`src/autoneg_pkg.sv`:
```
// package: register map, field layout, reset values and carriers for autoneg page registers
package autoneg_pkg;

  // register word indices; the bus byte address is the index times four
  localparam logic [7:0] PARTNER_ABILITY_IDX            = 8'h05;
  localparam logic [7:0] AUTONEG_EXPANSION_IDX          = 8'h06;
  localparam logic [7:0] NEXT_PAGE_TRANSMIT_IDX         = 8'h07;
  localparam logic [7:0] PARTNER_NEXT_PAGE_RECEIVED_IDX = 8'h08;
  localparam logic [9:0] PARTNER_ABILITY_ADDR            = {PARTNER_ABILITY_IDX, 2'b00};
  localparam logic [9:0] AUTONEG_EXPANSION_ADDR          = {AUTONEG_EXPANSION_IDX, 2'b00};
  localparam logic [9:0] NEXT_PAGE_TRANSMIT_ADDR         = {NEXT_PAGE_TRANSMIT_IDX, 2'b00};
  localparam logic [9:0] PARTNER_NEXT_PAGE_RECEIVED_ADDR = {PARTNER_NEXT_PAGE_RECEIVED_IDX, 2'b00};

  // field positions
  localparam int SELECTOR_LSB    = 0;
  localparam int SELECTOR_W      = 5;
  localparam int ABILITY_LSB     = 5;
  localparam int ABILITY_W       = 5;
  localparam int EXP_FAULT_BIT   = 4;
  localparam int EXP_LPNP_BIT    = 3;
  localparam int EXP_NPABLE_BIT  = 2;
  localparam int EXP_PAGERX_BIT  = 1;
  localparam int EXP_LPANABLE_BIT = 0;
  localparam int NP_NEXT_BIT     = 15;
  localparam int NP_ACK_BIT      = 14;
  localparam int NP_MSG_BIT      = 13;
  localparam int NP_COMPLY_BIT   = 12;
  localparam int NP_TOGGLE_BIT   = 11;
  localparam int CODE_W          = 11;

  // reset values
  localparam logic               NP_NEXT_RST   = 1'b0;
  localparam logic               NP_MSG_RST    = 1'b1;
  localparam logic               NP_COMPLY_RST = 1'b0;
  localparam logic [CODE_W-1:0]  NP_CODE_RST   = 11'h001;
  localparam logic [CODE_W-1:0]  RX_CODE_RST   = 11'h000;

  // axi response codes
  localparam logic [1:0] RESP_OKAY   = 2'b00;
  localparam logic [1:0] RESP_SLVERR = 2'b10;

  // one received link code word, as decoded by the negotiation state machine
  typedef struct packed {
    logic              nextPage;
    logic              ack;
    logic              msgPage;
    logic              comply;
    logic              toggle;
    logic [CODE_W-1:0] code;
  } page_word_t;

  // locally owned transmit next page fields
  typedef struct packed {
    logic              nextPage;
    logic              msgPage;
    logic              comply;
    logic [CODE_W-1:0] code;
  } tx_page_t;

endpackage
```
`src/autoneg_page_registers.sv`:
```
// autoneg page register bank with an axi4-lite slave
// What this block does
// - partner ability bits 4:0 show partner selector; cleared on restart or reset
// - partner ability bits 9:5 show partner abilities; cleared on restart or reset
// - expansion bit 4 latches parallel detection fault; cleared by read or reset
// - expansion bit 3 always equals partner ability bit 15
// - expansion bit 2 reads constant one: local next pages supported
// - expansion bit 1 latches on acknowledged page; held until chip reset
// - expansion bit 0 reads one only once partner known autoneg able
// - transmit bit 15 writable next page flag, resets to zero
// - transmit bit 13 selects message or unformatted page, resets to one
// - transmit bit 12 writable comply flag, resets to zero
// - transmit bit 11 read-only, inverse of previously sent toggle
// - transmit code field writable, resets to one
// - message and unformatted codes are both eleven bits wide
// - received bit 15 read-only, partner wants further next pages
// - received bit 14 read-only, partner acknowledged our ability word
// - received bit 13 read-only, partner sent message page
// - received bit 12 read-only, partner will comply
// - received bit 11 holds inverse of partner's previous toggle
// - received code field read-only, resets to zero
//
// Decided for this implementation: the AXI4-Lite interface to the registers.
`timescale 1ns/10ps
`default_nettype none

module autoneg_page_registers
  import autoneg_pkg::*;
(
  // clock and reset
  input  wire logic                      core_clk,
  input  wire logic                      rst,
  // axi4-lite write address and data
  input  wire logic [31:0]               s_axi_awaddr,
  input  wire logic                      s_axi_awvalid,
  output var  logic                      s_axi_awready,
  input  wire logic [31:0]               s_axi_wdata,
  input  wire logic [3:0]                s_axi_wstrb,
  input  wire logic                      s_axi_wvalid,
  output var  logic                      s_axi_wready,
  // axi4-lite write response
  output var  logic [1:0]                s_axi_bresp,
  output var  logic                      s_axi_bvalid,
  input  wire logic                      s_axi_bready,
  // axi4-lite read
  input  wire logic [31:0]               s_axi_araddr,
  input  wire logic                      s_axi_arvalid,
  output var  logic                      s_axi_arready,
  output var  logic [31:0]               s_axi_rdata,
  output var  logic [1:0]                s_axi_rresp,
  output var  logic                      s_axi_rvalid,
  input  wire logic                      s_axi_rready,
  // negotiation restart (same clock as the bus, no synchroniser needed)
  input  wire logic                      anRestart,
  // partner base and next page words
  input  wire logic                      baseWordValid,
  input  wire logic [15:0]               baseWord,
  input  wire logic                      nextWordValid,
  input  wire autoneg_pkg::page_word_t   nextWord,
  // expansion flag events
  input  wire logic                      pageAcknowledged,
  input  wire logic                      parallelFault,
  input  wire logic                      partnerAnAble,
  // transmit toggle bookkeeping
  input  wire logic                      pageSent,
  input  wire logic                      sentToggle,
  // transmit page towards the negotiation state machine
  output var  autoneg_pkg::tx_page_t     txPage,
  output var  logic                      txToggle
);

  // register state
  logic [SELECTOR_W-1:0] selector_reg;
  logic [ABILITY_W-1:0]  ability_reg;
  logic [15:10]          abilityHigh_reg;
  // latched expansion flags
  logic                  fault_reg;
  logic                  pageRx_reg;
  logic                  lpAnAble_reg;
  // locally owned transmit page
  tx_page_t              tx_reg;
  logic                  txToggle_reg;
  page_word_t            rx_reg;

  // bus state
  logic                  awHeld_reg;
  logic                  wHeld_reg;
  logic [9:0]            awAddr_reg;
  logic [31:0]           wData_reg;
  logic [3:0]            wStrb_reg;
  logic                  doWrite;
  logic                  readTake;
  logic                  expRead;
  logic [15:0]           readWord;
  logic                  readHit;
  logic                  readInRange;
  logic                  writeHit;
  logic                  txWriteHi;
  logic                  txWriteLo;

  // write channels accepted independently, in either order
  assign doWrite  = awHeld_reg && wHeld_reg && !s_axi_bvalid;
  assign readTake = s_axi_arvalid && s_axi_arready;
  // upper address bits must be zero; the low ten bits select the word
  assign readInRange = (s_axi_araddr[31:10] == 22'h000000);
  assign expRead  = readTake && readInRange && (s_axi_araddr[9:0] == AUTONEG_EXPANSION_ADDR);

  // write decode; out-of-range addresses were folded to an unmapped word at capture
  assign writeHit = (awAddr_reg == PARTNER_ABILITY_ADDR) ||
                    (awAddr_reg == AUTONEG_EXPANSION_ADDR) ||
                    (awAddr_reg == NEXT_PAGE_TRANSMIT_ADDR) ||
                    (awAddr_reg == PARTNER_NEXT_PAGE_RECEIVED_ADDR);

  // byte lanes of the transmit word; bits 14 and 11 never take write data
  assign txWriteHi = doWrite && (awAddr_reg == NEXT_PAGE_TRANSMIT_ADDR) && wStrb_reg[1];
  assign txWriteLo = doWrite && (awAddr_reg == NEXT_PAGE_TRANSMIT_ADDR) && wStrb_reg[0];

  // address channel capture
  always_ff @(posedge core_clk)
  begin
    if (rst)
    begin
      awHeld_reg    <= 1'b0;
      awAddr_reg    <= 10'h000;
      s_axi_awready <= 1'b0;
    end
    else if (s_axi_awvalid && s_axi_awready)
    begin
      awHeld_reg    <= 1'b1;
      awAddr_reg    <= (s_axi_awaddr[31:10] == 22'h000000) ? s_axi_awaddr[9:0] : 10'h3ff;
      s_axi_awready <= 1'b0;
    end
    else
    begin
      if (doWrite)
        awHeld_reg <= 1'b0;
      // ready only while the holding slot is free, so no address is dropped
      s_axi_awready <= !awHeld_reg && !s_axi_awready && !doWrite;
    end
  end

  // data channel capture
  always_ff @(posedge core_clk)
  begin
    if (rst)
    begin
      wHeld_reg    <= 1'b0;
      wData_reg    <= 32'h00000000;
      wStrb_reg    <= 4'h0;
      s_axi_wready <= 1'b0;
    end
    else if (s_axi_wvalid && s_axi_wready)
    begin
      wHeld_reg    <= 1'b1;
      wData_reg    <= s_axi_wdata;
      wStrb_reg    <= s_axi_wstrb;
      s_axi_wready <= 1'b0;
    end
    else
    begin
      if (doWrite)
        wHeld_reg <= 1'b0;
      s_axi_wready <= !wHeld_reg && !s_axi_wready && !doWrite;
    end
  end

  // write response; unmapped address answers slverr
  always_ff @(posedge core_clk)
  begin
    if (rst)
    begin
      s_axi_bvalid <= 1'b0;
      s_axi_bresp  <= RESP_OKAY;
    end
    else if (doWrite)
    begin
      s_axi_bvalid <= 1'b1;
      s_axi_bresp  <= writeHit ? RESP_OKAY : RESP_SLVERR;
    end
    else if (s_axi_bready)
      s_axi_bvalid <= 1'b0;
  end

  // transmit next page: only the writable fields take data, the rest ignore it
  always_ff @(posedge core_clk)
  begin
    if (rst)
    begin
      tx_reg.nextPage <= NP_NEXT_RST;
      tx_reg.msgPage  <= NP_MSG_RST;
      tx_reg.comply   <= NP_COMPLY_RST;
      tx_reg.code     <= NP_CODE_RST;
    end
    else
    begin
      if (txWriteHi)
      begin
        tx_reg.nextPage <= wData_reg[NP_NEXT_BIT];
        tx_reg.msgPage  <= wData_reg[NP_MSG_BIT];
        tx_reg.comply   <= wData_reg[NP_COMPLY_BIT];
        tx_reg.code[10:8] <= wData_reg[10:8];
      end
      if (txWriteLo)
        tx_reg.code[7:0] <= wData_reg[7:0];
    end
  end

  // toggle kept by negotiation: inverse of the toggle last sent
  always_ff @(posedge core_clk)
  begin
    if (rst)
      txToggle_reg <= 1'b0;
    else if (pageSent)
      txToggle_reg <= !sentToggle;
  end

  // partner base page; restart clears selector and abilities
  always_ff @(posedge core_clk)
  begin
    if (rst || anRestart)
    begin
      selector_reg    <= '0;
      ability_reg     <= '0;
      abilityHigh_reg <= '0;
    end
    else if (baseWordValid)
    begin
      selector_reg    <= baseWord[SELECTOR_LSB +: SELECTOR_W];
      ability_reg     <= baseWord[ABILITY_LSB +: ABILITY_W];
      abilityHigh_reg <= {baseWord[15:13], 1'b0, baseWord[11:10]};
    end
  end

  // partner next page; the toggle is stored inverted
  always_ff @(posedge core_clk)
  begin
    if (rst)
    begin
      rx_reg.nextPage <= 1'b0;
      rx_reg.ack      <= 1'b0;
      rx_reg.msgPage  <= 1'b0;
      rx_reg.comply   <= 1'b0;
      rx_reg.toggle   <= 1'b0;
      rx_reg.code     <= RX_CODE_RST;
    end
    else if (nextWordValid)
    begin
      rx_reg.nextPage <= nextWord.nextPage;
      rx_reg.ack      <= nextWord.ack;
      rx_reg.msgPage  <= nextWord.msgPage;
      rx_reg.comply   <= nextWord.comply;
      rx_reg.toggle   <= !nextWord.toggle;
      rx_reg.code     <= nextWord.code;
    end
  end

  // parallel fault latch; a new fault in the read cycle wins over the clear
  always_ff @(posedge core_clk)
  begin
    if (rst)
      fault_reg <= 1'b0;
    else if (parallelFault)
      fault_reg <= 1'b1;
    else if (expRead)
      fault_reg <= 1'b0;
  end

  // page received stays set until chip reset; a restart does not clear it
  always_ff @(posedge core_clk)
  begin
    if (rst)
      pageRx_reg <= 1'b0;
    else if (pageAcknowledged)
      pageRx_reg <= 1'b1;
  end

  // partner ability is forgotten on restart until a fresh exchange shows it
  always_ff @(posedge core_clk)
  begin
    if (rst || anRestart)
      lpAnAble_reg <= 1'b0;
    else if (partnerAnAble)
      lpAnAble_reg <= 1'b1;
  end

  // read mux; reserved bits read zero, no write reaches status bits
  always_comb
  begin
    readWord = 16'h0000;
    readHit  = 1'b1;
    case (s_axi_araddr[9:0])
      PARTNER_ABILITY_ADDR:
        readWord = {abilityHigh_reg, ability_reg, selector_reg};
      AUTONEG_EXPANSION_ADDR:
      begin
        readWord[EXP_FAULT_BIT]    = fault_reg;
        readWord[EXP_LPNP_BIT]     = abilityHigh_reg[15];
        readWord[EXP_NPABLE_BIT]   = 1'b1;
        readWord[EXP_PAGERX_BIT]   = pageRx_reg;
        readWord[EXP_LPANABLE_BIT] = lpAnAble_reg;
      end
      NEXT_PAGE_TRANSMIT_ADDR:
        readWord = {tx_reg.nextPage, 1'b0, tx_reg.msgPage, tx_reg.comply,
                    txToggle_reg, tx_reg.code};
      PARTNER_NEXT_PAGE_RECEIVED_ADDR:
        readWord = rx_reg;
      default:
        readHit = 1'b0;
    endcase
    if (!readInRange)
      readHit = 1'b0;
  end

  // read address ready: offered every other idle cycle, withdrawn while an answer waits
  always_ff @(posedge core_clk)
  begin
    if (rst)
      s_axi_arready <= 1'b0;
    else if (readTake || s_axi_rvalid)
      s_axi_arready <= 1'b0;
    else
      s_axi_arready <= !s_axi_arready;
  end

  // read answer: captured at acceptance, held until rready; a refused read returns zero
  always_ff @(posedge core_clk)
  begin
    if (rst)
    begin
      s_axi_rvalid  <= 1'b0;
      s_axi_rdata   <= 32'h00000000;
      s_axi_rresp   <= RESP_OKAY;
    end
    else if (readTake)
    begin
      s_axi_rvalid  <= 1'b1;
      s_axi_rdata   <= readHit ? {16'h0000, readWord} : 32'h00000000;
      s_axi_rresp   <= readHit ? RESP_OKAY : RESP_SLVERR;
    end
    else if (s_axi_rready)
      s_axi_rvalid  <= 1'b0;
  end

  // outputs straight from flops
  assign txPage   = tx_reg;
  assign txToggle = txToggle_reg;

endmodule // autoneg_page_registers

`default_nettype wire

```
`config.mk`:
```
export PLATFORM = sky130hd
export DESIGN_NAME = autoneg_page_registers
export DESIGN_NICKNAME = d
export VERILOG_FILES = /design/src/autoneg_pkg.sv /design/src/autoneg_page_registers.sv
export SDC_FILE = /design/constraint.sdc
export NUM_CORES = 1
export LEC_CHECK = 0
export BUFFER_PORTS_ARGS = -buffer_cell sky130_fd_sc_hd__buf_2
export CORE_MARGIN = 3
export CORE_UTILIZATION = 25
export CTS_BUF_LIST = sky130_fd_sc_hd__clkbuf_2 sky130_fd_sc_hd__clkbuf_4 sky130_fd_sc_hd__clkbuf_8
export DETAILED_ROUTE_END_ITERATION = 8
export PLACE_DENSITY = 0.52
export SLEW_MARGIN = 20
export SYNTH_ARGS = -nofsm -noshare
export SYNTH_HDL_FRONTEND = slang
export SYNTH_SLANG_ARGS = --single-unit
export TNS_END_PERCENT = 5
```
`constraint.sdc`:
```
create_clock -name core_clk -period 2.9 [get_ports core_clk]
set_input_delay 0.58 -clock core_clk [delete_from_list [all_inputs] [get_ports core_clk]]
set_output_delay 0.58 -clock core_clk [all_outputs]
set_load 0.03 [all_outputs]
```
Yosys cells after proc, flatten, opt, wreduce, memory -nomap -nowiden
Index checks and enable logic that the tools add are counted.
W data, S select, Z words.
{"block": "word_totals", "reg_bits": 120, "input_bits": 147, "out_inout_bits": 56, "word_cells": 95}
{"block": "classes", "eq_ne": 8, "mux": 17, "reduce_logical": 39}
{"op": "$eq A10 B5 Y1 const B", "count": 6}
{"op": "$logic_not A22 Y1", "count": 2}
{"op": "$pmux W11 S3", "count": 1}
{"op": "$eq A10 B6 Y1 const B", "count": 2}
{"op": "$pmux W5 S4", "count": 1}
{"op": "$mux W16", "count": 1}
{"op": "$logic_and A1 B1 Y1", "count": 14}
{"op": "$mux W1", "count": 11}
{"op": "$mux W10", "count": 1}
{"op": "$reduce_bool A2 Y1", "count": 5}
{"op": "$logic_not A1 Y1", "count": 9}
{"op": "$reduce_or A2 Y1", "count": 3}
{"op": "$logic_or A1 B1 Y1", "count": 5}
{"op": "$mux W2", "count": 2}
{"op": "$reduce_or A4 Y1", "count": 1}

Depth between registers and ports, before layout
{"block": "depth", "word_depth": 5, "mapped_depth": 6, "depth_no_buf": 4}

Least setup slack after synthesis
OpenSTA, ideal clock, no wires.
{"block": "synth_path", "path_kind": "input -> register", "from": "input s_axi_araddr[16]", "to": "register s_axi_rdata[14]", "setup_time_ns": 0.084, "arrival_time_ns": 2.022, "setup_slack_ns": 0.793, "cell_stages": 5, "n_path_buf": 1, "path_cell_list": "or4_2 -> nor4_4 -> nand4_2 -> buf_6 -> o31ai_2"}
{"block": "synth_via", "elab_chain_len": 3}
{"item": "start: declaration", "line_no": "autoneg_page_registers.sv:46", "text": "input wire logic [31:0] s_axi_araddr,"}
{"item": "$logic_not A22 Y1", "line_no": "autoneg_page_registers.sv:105", "text": "assign readInRange = (s_axi_araddr[31:10] == 22'h000000);"}
{"item": "$mux W1", "line_no": "autoneg_page_registers.sv:310", "text": "if (!readInRange)"}
{"item": "$mux W16", "line_no": "autoneg_page_registers.sv:337", "text": "s_axi_rdata <= readHit ? {16'h0000, readWord} : 32'h00000000;"}
{"item": "end signal: assignment", "line_no": "autoneg_page_registers.sv:337"}
{"item": "end: declaration", "line_no": "autoneg_page_registers.sv:49", "text": "output var logic [31:0] s_axi_rdata,"}
Every way passes these cells.
A chain may end at the register's enable or synchronous reset.

Final worst setup path
{"block": "layout_path", "from": "input s_axi_araddr[9]", "to": "register s_axi_rdata[15]"}
{"block": "layout_via", "elab_chain_len": 5}
{"item": "$eq A10 B5 Y1 or $eq A10 B6 Y1 (tied branches)", "line_no": "autoneg_page_registers.sv:291", "text": "case (s_axi_araddr[9:0])"}
{"item": "$reduce_or A4 Y1 (no line)"}
{"item": "$mux W1", "line_no": "autoneg_page_registers.sv:291"}
{"item": "$mux W1", "line_no": "autoneg_page_registers.sv:310"}
{"item": "$mux W16 (*)", "line_no": "autoneg_page_registers.sv:337"}
Every way passes the cells marked *; elsewhere a longest branch is shown, timed or not.

==> summary.txt <==
Final Power: 0.002676 W
clock sink total: 100
die area: 19450 sq um
Layout area overhead: 24.49%
Clk pwr share: 33.6%
H-tree depth: 3
Synth Register Bits: 100
post-route clock period utilization: 69.34%
CTS Hold Bufs: 0
CTS buffer count: 9
via count: 3902
routed vias/inst: 4.485
cells taking the most area after synthesis: dfxtp_1 (45%), mux2i_1 (6.7%), a21oi_1 (4.9%)
DRT Pass-1 Iters: 4
Nets: 788
Clock Latency Late Sink: 0.37 ns
antenna cells: 0
final hold violation count: 0
share of synthesized flip-flops with an asynchronous set or reset: 0%
sequential share of the synthesized area: 44.94%
switching pwr: 0.0007104 W
Initial DRC Count: 177
first-pass GRT wire length: 20260 um
Clock Tree Root: clkbuf_8
largest net degree at the start of global routing: 54
min cycle time layout: 2.011 ns
sequential power share: 54.6%
GRT Total Usage: 12.88%
Pwr Density: 482.5 nW/um^2
post-synthesis instance total: 495
WL/cell: 14.43 um
RSZ-0062 raised after global routing: no
initial antenna violation count: 1
Mapped Avg Cell Area: 8.999 sq um
port bufs: 163
pre-CTS worst setup slack: 0.4875 ns
Yosys cell types: 54
Synth Flop Type: dfxtp_1
Least-Margin Pin Slew: 0.5983 ns
Placeable Area: 17360 sq um
Reg clk slew, reported paths: 0.10 ns
row count: 48
total internal power: 0.001965 W
setup TNS: 0 ns
maxcap violations: 0
CTS max path bufs: 2
Die Wd: 139.5 um
CTS tree: built
DRC: 0
Synth Cell Area: 4454 sq um
crit-path max FO: 9
Clock Skews: 0.01273 ns
Max VDD drop: 0.2618 mV
Synth top area share: 44.94%
vias in the first global route: 3820
number of synthesized flops with an enable pin: 0
Final Slew Violations: 0
DP HPWL: 9742 um
Worst Setup End Kind: flip-flop
Die Ht: 139.5 um
status: completed
final core area utilization: 31.95%
Initial Util: 25.66%
Worst EP required: 3.20 ns
Worst EP arrival: 2.31 ns
Post-Route WL: 12550 um
Final WS setup: 0.8892 ns
yosys synthesis warning count: 0
GR Overflow Total: 0
Combinational Power Share: 11.9%
Switching Fraction: 26.55%
crit path launch type: input pin
FMAX: 497.3 MHz
layout cells sized above 1: 32.40%
critical path class: input pin to flip-flop
post-route antenna net violation count: 0
final estimated routing congestion in global placement: 0.7342
IO Pins: 203
Max-slew headroom: 59.75%
P_leak: 2.309 nW
hold crit path type: input pin to flip-flop
postcts setup bufs: 0
post-synth top area cell: dfxtp_1
CTS resizes: 0
final setup vio count: 0
minimum hold slack: 0.3738 ns
==> critical path: stages <==
cell	delay [ns]
buf_2	0.14
or4b_1	0.67
nor4b_4	0.52
a22o_1	0.25
a2bb2oi_1	0.15
==> cell usage after synthesis, types with 6 or more instances <==
cell	n
a21oi_1	44
o21ai_0	16
nor3_1	25
buf_4	18
mux2i_1	30
a32oi_1	6
a2bb2oi_1	6
nand3_1	16
nand2_1	52
nor4_1	10
nand4_1	11
dfxtp_1	100
inv_1	6
clkbuf_1	23
nor2_1	54
a22o_1	13
==> metal layers <==
metal | global-route usage (%) | part of all wire, % | up-vias | routed length, um
met4 | 3.090 | 0.94 | 2 | 118
met1 | 17.54 | 47 | 1754 | 5953
met5 | 0 | 0.16 | - | 20
met2 | 20.18 | 46 | 97 | 5786
li1 | - | - | 2037 | -
met3 | 3.746 | 5.4 | 12 | 674
==> logic make-up after synthesis <==
group                  after synthesis  share of synthesized area (%)
AND/OR/NAND/NOR                    199                          23.48
AO/OA/AOI/OAI                      104                          16.29
flip-flops                         100                          44.94
buffers and inverters               57                          7.444
multiplexers                        34                          7.753
other                                1                        0.08419
==> path summary, 6_finish.rpt <==
path	startpoint	to	slack, ns	cells after the start
setup / recovery	s_axi_araddr[9]	s_axi_rdata[15]$_SDFFE_PP0P_	0.89	5
hold / removal	sentToggle	txToggle$_SDFFE_PP0P_	0.37	2
setup reg to reg	awAddr_reg[8]$_SDFFE_PP0P_	txPage[4]$_SDFFE_PP0P_	0.94	4
hold reg to reg	s_axi_awready$_SDFF_PP0_	s_axi_awready$_SDFF_PP0_	0.45	1
==> layout make-up <==
class	instances	area [sq um]
well taps	225	281.5
multi-input cells	355	2185
fillers	1872	11810
clock buffers	10	131.4
clock inverters	5	60.06
repair buffers	169	863.3
inverters	6	22.52
flip-flops and latches	100	2002
==> cells in the final DEF (no fill, tap or decap), types with 3 or more instances in the layout <==
| cell type | instances |
|---|---|
| nor2_1 | 54 |
| conb_1 | 18 |
| nor3_1 | 25 |
| buf_2 | 162 |
| mux2i_1 | 30 |
| nand3b_1 | 5 |
| inv_1 | 6 |
| mux2_2 | 4 |
| nand2_1 | 52 |
| dfxtp_1 | 100 |
| a221oi_1 | 3 |
| nor4_1 | 10 |
| nand3_1 | 16 |
| a2bb2oi_2 | 3 |
| a32oi_1 | 6 |
| a21oi_1 | 44 |
| o21ai_0 | 16 |
| clkbuf_8 | 9 |
| buf_4 | 7 |
| a2bb2oi_1 | 6 |
| nand4_1 | 11 |
| a22o_1 | 13 |
| and2_1 | 3 |
==> through the flow <==
stage,instances,cell area [sq um]
2_1_floorplan,512,4518
3_3_place_gp,855,5354
3_5_place_dp,855,5354
4_1_cts,870,5545
5_1_grt,870,5545
6_report,870,5545
==> power by group through the flow <==
stage / clock network (W) / registers [W] / logic [W]
2_1_floorplan: 0 / 0.00149 / 0.000206
3_5_place_dp: 0 / 0.00149 / 0.000319
6_report: 0.000898 / 0.00146 / 0.000318
5_1_grt: 0.00100 / 0.00147 / 0.000356
4_1_cts: 0.000944 / 0.00146 / 0.000321
3_3_place_gp: 0 / 0.00149 / 0.000319
No activity file was read; power rests on OpenSTA's default activity.
